==> src/hdl/gate_ctrl_pkg.sv <==
// package: constants, types and timing for the three-level gate control
`default_nettype none
package gate_ctrl_pkg;
  // clock rate in MHz (200 MHz, 5 ns period)
  localparam int CLK_MHZ = 200;
  // debounce interval after mid-level entry, in ns
  localparam int DEBOUNCE_NS = 80;
  // debounce in cycles, rounded up, at least one
  localparam int DEBOUNCE_CYC_RAW = (DEBOUNCE_NS * CLK_MHZ + 999) / 1000;
  localparam int DEBOUNCE_CYC = (DEBOUNCE_CYC_RAW < 1) ? 1 : DEBOUNCE_CYC_RAW;
  // default zero-current blanking time, in cycles (plain default)
  localparam int BLANK_CYC_DEF = 20;
  // default non-overlap delay between gates, in cycles (plain default)
  localparam int NOL_CYC_DEF = 4;
  // counter width
  localparam int CNT_W = 16;
  // reset values of gate commands
  localparam logic GATE_RST = 1'b0;

  // one-hot three-level input, resolved by the analog front end
  typedef struct packed {
    logic hi;
    logic mid;
    logic lo;
  } level3_t;

  // gate command pair
  typedef struct packed {
    logic high_side_gate_cmd;
    logic low_side_gate_cmd;
  } gate_cmd_t;

  // controller states
  typedef enum logic [2:0] {
    ST_OFF,
    ST_NOL_TO_HS,
    ST_HS_ON,
    ST_NOL_TO_LS,
    ST_LS_ON,
    ST_ZCD_WAIT,
    ST_ZCD_WATCH
  } ctrl_state_t;
endpackage
`default_nettype wire

==> src/hdl/delay_timer.sv <==
// small down-counting timer that pulses when a loaded count runs out
`default_nettype none
module delay_timer #(
  parameter int W = 16
) (
  // clock and reset
  input wire logic i_sys_clk,
  input wire logic i_rst,
  // load control
  input wire logic i_load,
  input wire logic [W-1:0] i_count,
  // status
  output logic o_busy,
  output logic o_done
);
  // timer state
  typedef struct packed {
    logic [W-1:0] cnt;
    logic busy;
    logic done;
  } tmr_t;

  tmr_t q;
  tmr_t next_q;

  // next value: load, count down, pulse done on the last cycle
  always_comb begin
    next_q = q;
    next_q.done = 1'b0;
    if (i_load) begin
      next_q.cnt = i_count;
      next_q.busy = (i_count != '0);
      next_q.done = (i_count == '0);
    end else if (q.busy) begin
      // reaching one means the count is spent this edge
      if (q.cnt <= {{(W-1){1'b0}}, 1'b1}) begin
        next_q.cnt = '0;
        next_q.busy = 1'b0;
        next_q.done = 1'b1;
      end else begin
        next_q.cnt = q.cnt - {{(W-1){1'b0}}, 1'b1};
      end
    end
  end

  // register the state
  always_ff @(posedge i_sys_clk or posedge i_rst) begin
    if (i_rst) begin
      q <= '0;
    end else begin
      q <= next_q;
    end
  end

  assign o_busy = q.busy;
  assign o_done = q.done;
endmodule
`default_nettype wire

==> src/hdl/tristate_pwm_gate_control.sv <==
// top: decodes three-level pulse input and skip select into gate commands
`default_nettype none
// Summary of operation
// skip high, mid entry: high off, low on
// low gate held through debounce and blanking
// then low off when switch node rises
// unconnected skip select reads as high
// controller without detection keeps skip high
// controller toggles high/low; mid enters discontinuous
// controller with own detection drives skip low
// controller drives mid at zero current
// skip low, mid: both gates off at once
// gate turn-ons pass through non-overlap delay
// debounce lasts 80 ns plus blanking
// early zero-current ignored, off at timer end
// one-hot inputs; never both gates on
module tristate_pwm_gate_control
  import gate_ctrl_pkg::*;
#(
  parameter int BLANK_CYC = BLANK_CYC_DEF,
  parameter int NOL_CYC = NOL_CYC_DEF
) (
  // clock and reset
  input wire logic i_sys_clk,
  input wire logic i_rst,
  // resolved three-level pulse-width input
  input wire gate_ctrl_pkg::level3_t i_pwm_level,
  // resolved skip-mode select; all-zero means unconnected
  input wire gate_ctrl_pkg::level3_t i_skip_mode_select,
  // switch node above zero-current threshold
  input wire logic i_switch_node_sense,
  // gate commands
  output gate_ctrl_pkg::gate_cmd_t o_gate,
  // status
  output logic o_discontinuous_conduction
);
  import gate_ctrl_pkg::*;

  // whole module state
  typedef struct packed {
    ctrl_state_t st;
    gate_cmd_t gate;
    logic discontinuous_conduction;
  } ctl_t;

  ctl_t q;
  ctl_t next_q;

  // skip high or mid both mean device-side detection; unconnected too
  logic skip_dev_zcd;
  // pulse input decoded, high over mid over low
  logic pwm_hi;
  logic pwm_mid;
  logic pwm_lo;
  // timer controls
  logic tmr_load;
  logic [CNT_W-1:0] tmr_count;
  logic tmr_busy;
  logic tmr_done;

  // decode inputs; anything not skip-low counts as device detection
  always_comb begin
    skip_dev_zcd = ~i_skip_mode_select.lo;
    pwm_hi = i_pwm_level.hi;
    pwm_mid = i_pwm_level.mid & ~i_pwm_level.hi;
    pwm_lo = i_pwm_level.lo & ~i_pwm_level.hi & ~i_pwm_level.mid;
  end

  // shared timer: non-overlap delay or debounce plus blanking
  delay_timer #(
    .W(CNT_W)
  ) u_timer (
    .i_sys_clk(i_sys_clk),
    .i_rst(i_rst),
    .i_load(tmr_load),
    .i_count(tmr_count),
    .o_busy(tmr_busy),
    .o_done(tmr_done)
  );

  // next-state logic for the gate sequencer
  always_comb begin
    next_q = q;
    tmr_load = 1'b0;
    tmr_count = CNT_W'(NOL_CYC);
    case (q.st)
      // both off: wait for a level that turns a gate on
      ST_OFF: begin
        next_q.gate = '0;
        if (pwm_hi) begin
          next_q.st = ST_NOL_TO_HS;
          tmr_load = 1'b1;
        end else if (pwm_lo || (pwm_mid && skip_dev_zcd && !q.discontinuous_conduction)) begin
          next_q.st = ST_NOL_TO_LS;
          next_q.discontinuous_conduction = pwm_mid;
          tmr_load = 1'b1;
        end
      end
      // high side off, waiting out non-overlap before high turns on
      ST_NOL_TO_HS: begin
        next_q.gate = '0;
        if (!pwm_hi) begin
          next_q.st = ST_OFF;
        end else if (tmr_done) begin
          next_q.st = ST_HS_ON;
          next_q.gate.high_side_gate_cmd = 1'b1;
          next_q.discontinuous_conduction = 1'b0;
        end
      end
      // high side conducting
      ST_HS_ON: begin
        if (!pwm_hi) begin
          // drop high side first, then low after non-overlap, except mid with skip low
          next_q.gate = '0;
          if (pwm_mid && !skip_dev_zcd) begin
            next_q.st = ST_OFF;
          end else begin
            next_q.st = ST_NOL_TO_LS;
            next_q.discontinuous_conduction = pwm_mid;
            tmr_load = 1'b1;
          end
        end
      end
      // both off, then low side on
      ST_NOL_TO_LS: begin
        next_q.gate = '0;
        if (pwm_hi || (pwm_mid && !skip_dev_zcd)) begin
          next_q.st = ST_OFF;
        end else if (tmr_done) begin
          next_q.gate.low_side_gate_cmd = 1'b1;
          if (q.discontinuous_conduction && pwm_mid) begin
            // hold low side for debounce plus blanking
            next_q.st = ST_ZCD_WAIT;
            tmr_load = 1'b1;
            tmr_count = CNT_W'(DEBOUNCE_CYC + BLANK_CYC);
          end else begin
            next_q.st = ST_LS_ON;
            next_q.discontinuous_conduction = 1'b0;
          end
        end
      end
      // low side conducting in continuous mode
      ST_LS_ON: begin
        if (pwm_hi) begin
          next_q.gate = '0;
          next_q.st = ST_NOL_TO_HS;
          tmr_load = 1'b1;
        end else if (pwm_mid) begin
          if (!skip_dev_zcd) begin
            next_q.gate = '0;
            next_q.st = ST_OFF;
          end else begin
            // mid entry with low already on: start detection wait
            next_q.discontinuous_conduction = 1'b1;
            next_q.st = ST_ZCD_WAIT;
            tmr_load = 1'b1;
            tmr_count = CNT_W'(DEBOUNCE_CYC + BLANK_CYC);
          end
        end
      end
      // low side held; zero-current sense ignored until the timer ends
      ST_ZCD_WAIT: begin
        if (pwm_hi) begin
          next_q.gate = '0;
          next_q.st = ST_NOL_TO_HS;
          next_q.discontinuous_conduction = 1'b0;
          tmr_load = 1'b1;
        end else if (pwm_lo) begin
          next_q.st = ST_LS_ON;
          next_q.discontinuous_conduction = 1'b0;
        end else if (!skip_dev_zcd) begin
          next_q.gate = '0;
          next_q.st = ST_OFF;
        end else if (tmr_done) begin
          if (i_switch_node_sense) begin
            // early indication was ignored; off at timer end
            next_q.gate = '0;
            next_q.st = ST_OFF;
          end else begin
            next_q.st = ST_ZCD_WATCH;
          end
        end
      end
      // monitor switch node for zero current
      ST_ZCD_WATCH: begin
        if (pwm_hi) begin
          next_q.gate = '0;
          next_q.st = ST_NOL_TO_HS;
          next_q.discontinuous_conduction = 1'b0;
          tmr_load = 1'b1;
        end else if (pwm_lo) begin
          next_q.st = ST_LS_ON;
          next_q.discontinuous_conduction = 1'b0;
        end else if (i_switch_node_sense || !skip_dev_zcd) begin
          next_q.gate = '0;
          next_q.st = ST_OFF;
        end
      end
      default: begin
        next_q.st = ST_OFF;
        next_q.gate = '0;
        next_q.discontinuous_conduction = 1'b0;
      end
    endcase
    // low level always clears discontinuous latch from the off state
    if (q.st == ST_OFF && pwm_lo) begin
      next_q.discontinuous_conduction = 1'b0;
    end
    // never both gates on
    if (next_q.gate.high_side_gate_cmd) begin
      next_q.gate.low_side_gate_cmd = 1'b0;
    end
  end

  // register the state
  always_ff @(posedge i_sys_clk or posedge i_rst) begin
    if (i_rst) begin
      q.st <= ST_OFF;
      q.gate <= {GATE_RST, GATE_RST};
      q.discontinuous_conduction <= 1'b0;
    end else begin
      q <= next_q;
    end
  end

  // outputs straight from flip-flops
  assign o_gate = q.gate;
  assign o_discontinuous_conduction = q.discontinuous_conduction;

  // busy is only informative inside the timer
  logic unused_busy;
  assign unused_busy = tmr_busy;
endmodule
`default_nettype wire

==> config.mk <==
export PLATFORM = sky130hd
export DESIGN_NAME = tristate_pwm_gate_control
export DESIGN_NICKNAME = d
export VERILOG_FILES = /design/src/hdl/gate_ctrl_pkg.sv /design/src/hdl/delay_timer.sv /design/src/hdl/tristate_pwm_gate_control.sv
export SDC_FILE = /design/constraint.sdc
export NUM_CORES = 1
export LEC_CHECK = 0
export ABC_AREA = 1
export BUFFER_PORTS_ARGS = -buffer_cell sky130_fd_sc_hd__buf_2
export CORE_MARGIN = 3
export CORE_UTILIZATION = 55
export CTS_BUF_LIST = sky130_fd_sc_hd__clkbuf_8
export DETAILED_ROUTE_END_ITERATION = 6
export PLACE_DENSITY = 0.73
export SLEW_MARGIN = 15
export SYNTH_ARGS = -nofsm -noshare
export SYNTH_HDL_FRONTEND = slang
export SYNTH_SLANG_ARGS = --single-unit
export TNS_END_PERCENT = 20
==> constraint.sdc <==
create_clock -name i_sys_clk -period 3.7 [get_ports i_sys_clk]
set_input_delay 0.555 -clock i_sys_clk [delete_from_list [all_inputs] [get_ports i_sys_clk]]
set_output_delay 0.555 -clock i_sys_clk [all_outputs]
set_load 0.01 [all_outputs]
==> out/qor.txt <==
status: finished clean
Antenna Nets Post-Route: 0
leading cell type in the layout, fill and taps excluded: nand2_1
post-synthesis cell count: 292
Post-CTS Setup Repair Bufs: 0
worst vdd ir: 0.000343 V
Net Count, Synth: 303
Critical Path Slowest Stage Cell: dfrtp_1
endpoints failing setup: 0
crit path cell chain: inv_1 -> ha_1 -> inv_1 -> nand2_1 -> nand2_1 -> nor2_1 -> nand3_1 -> nand2_1 -> nor2_1 -> nor2_1 -> nand2_1
post-route clock skew: 0.00369 ns
cell repeated most along the worst path: nand2_1
number of global-route vias before repair: 1687
worst path buffer plus inverter count: 2
kind of start point of the critical path: register
worst slack on hold paths: 0.474 ns
pwr dens: 729 mW/mm^2
routability congestion estimate: 0.922
H-tree depth: 1
number of maximum-capacitance constraint violations: 0
Root Driver: clkbuf_8
fraction of the cycle the final worst path needs: 0.500
kind of cell with the highest combined delay on the critical path: simple AND/OR/NAND/NOR gates
filler cell count in the final layout: 329
maximum number of pins on one net before global-route repair: 25
Yosys warning count: 0
floorplan die area: 0.00416 mm^2
#FFs+latches synth: 24
TritonCTS clock tree: built
core area: 0.00315 mm^2
Slew Limit Headroom: 0.393
Worst setup EP type: register
leading cell types in the layout, fill and taps excluded: 84 x nand2_1, 59 x nor2_1, 30 x nand3_1
sequential share of the synthesized area: 0.319
detailed-placement wirelength estimate: 3180 um
count of buffers from port buffering: 9
final sum of negative setup slack: 0 ns
Die W: 64.5 um
total chip power: 1.43 mW
Hold Fails Final Rpt: 0
DRC: 0
cell total after placement: 336
RSZ-0062 raised after global routing: no
path class of the lowest-slack min-delay path: input pin to async pin
Clock Sink Count: 24
worst-margin pin slew: 0.909 ns
initial antenna violation count: 0
non-filler cells, final: 339
slowest stage delay, CP: 0.42 ns
maximum clock insertion buffer count: 2
grt ovf: 0
number of vias in the routed layout: 1819
Detailed Routing Iterations Pass 1: 4
Inserted Diodes: 0
register clock-pin slew on the reported worst setup and hold paths: 0.08 ns
cell leakage power: 1.06 nW
data required time of the critical path: 3.86 ns
Clock Latency Late Sink: 0.26 ns
aggregate routed wire length: 4120 um
Avg Vias per Cell: 5.37
CP max FO: 6
mean area per synthesized cell: 6.44 um^2
TritonCTS buffer count: 3
fraction of layout instances using a drive strength above 1: 0.132
DIE HEIGHT: 64.5 um
area growth from synthesis to layout: 3.93%
distinct cell type count after synthesis: 32
data arrival time at the worst-slack endpoint: 2.01 ns
# hold bufs at CTS: 0
first-pass GRT wire length: 7590 um
minimum clock period after layout: 1.85 ns
count of final max-slew check failures: 0
net count of the finished layout: 308
effective utilization at floorplan: 0.596
total track usage: 0.225
path type of the worst setup path: register to register
routed wire length per instance: 12.1 um
maximum clock frequency: 541 MHz
Ports: 12
number of placement rows: 20
detailed router's first-iteration violation count: 89
post-CTS resize count: 0
cell area after technology mapping: 0.00188 mm^2
## state kept, by name (all words and copies together), names as in the netlist
name,count
u_timer.o_done,1
u_timer.o_busy,1
u_timer.q,16
o_gate,2
q,3
o_discontinuous_conduction,1
## worst register-to-register path: stages, from the launching register on
cell and delay [ns]:
dfrtp_1 0.42, inv_1 0.09, ha_1 0.19, inv_1 0.08
nand2_1 0.09, nand2_1 0.05, nor2_1 0.11, nand3_1 0.23
nand2_1 0.27, nor2_1 0.06, nor2_1 0.10, nand2_1 0.06
## power by group
part | switching (mW) | internal [mW] | leakage, nW
registers | 0.117 | 0.350 | 0.314
logic | 0.525 | 0.278 | 0.724
clock network | 0.0815 | 0.0728 | 0.0216
total | 0.724 | 0.701 | 1.06
## per-stage QoR
step	util	area, um^2	setup slack, ns
after global placement	0.607	1910	1.73
after floorplan	-	1880	2.18
final	0.620	1950	1.85
after CTS	0.620	1950	1.83
after global routing	0.620	1950	1.67
after detailed placement	0.607	1910	1.74
## synthesized netlist by cell type
cell | instances | area share
a21o_1 | 1 | 0.0040
a21oi_1 | 5 | 0.013
buf_2 | 3 | 0.0080
buf_4 | 2 | 0.0080
buf_6 | 3 | 0.018
clkbuf_1 | 1 | 0.0020
dfrtp_1 | 24 | 0.32
ha_1 | 2 | 0.013
inv_1 | 22 | 0.044
inv_2 | 6 | 0.012
nand2_1 | 84 | 0.17
nand2_2 | 5 | 0.017
nand2_4 | 1 | 0.0060
nand3_1 | 30 | 0.080
nand3_2 | 4 | 0.021
nand3b_1 | 1 | 0.0040
nand4_1 | 9 | 0.030
nor2_1 | 59 | 0.12
nor2_2 | 3 | 0.010
nor2_4 | 1 | 0.0060
nor3_1 | 3 | 0.0080
nor3_2 | 6 | 0.032
nor3b_1 | 1 | 0.0040
nor4_1 | 1 | 0.0033
o2111ai_1 | 1 | 0.0047
o211ai_1 | 1 | 0.0040
o21ai_0 | 7 | 0.019
o21bai_1 | 1 | 0.0040
o22ai_1 | 1 | 0.0033
or2_2 | 1 | 0.0033
xnor2_1 | 1 | 0.0047
xor2_1 | 2 | 0.0093
## final cells by class
class,instances,area (um^2),area share
multi-input combinational,231,1110,0.567
tap,44,55.1,0.0282
clock buffer,3,41.3,0.0211
timing repair buffer,9,45.0,0.0230
sequential,24,601,0.307
inverter,28,105,0.0538
## routing by layer
layer	vias to the layer above	track usage	wire length, um
met1	822	0.347	2150
met4	0	0.0449	25
met3	2	0.0295	235
li1	940	-	-
met2	55	0.338	1710
met5	-	0	0
## logic make-up after synthesis
group,synth area share
adder cells (fa/ha/maj),0.0133
flip-flops,0.319
XOR/XNOR,0.0140
AND/OR/NAND/NOR,0.510
buffers and inverters,0.0918
AO/OA/AOI/OAI,0.0519
## final timing paths
check | slack (ns) | cells past startpoint | startpoint | end
setup reg to reg | 1.85 | 11 | u_timer.q[2] | u_timer.q[4]
min in group i_sys_clk | 0.51 | 2 | o_gate[1] | o_gate[1]
hold reg to reg | 0.51 | 2 | o_gate[1] | o_gate[1]
setup / recovery | 1.85 | 11 | u_timer.q[2] | u_timer.q[4]
hold / removal | 0.47 | 2 | i_rst | o_gate[0]
max in group asynchronous | 2.67 | 2 | i_rst | u_timer.q[15]
Power figures use the tool's default switching activity.
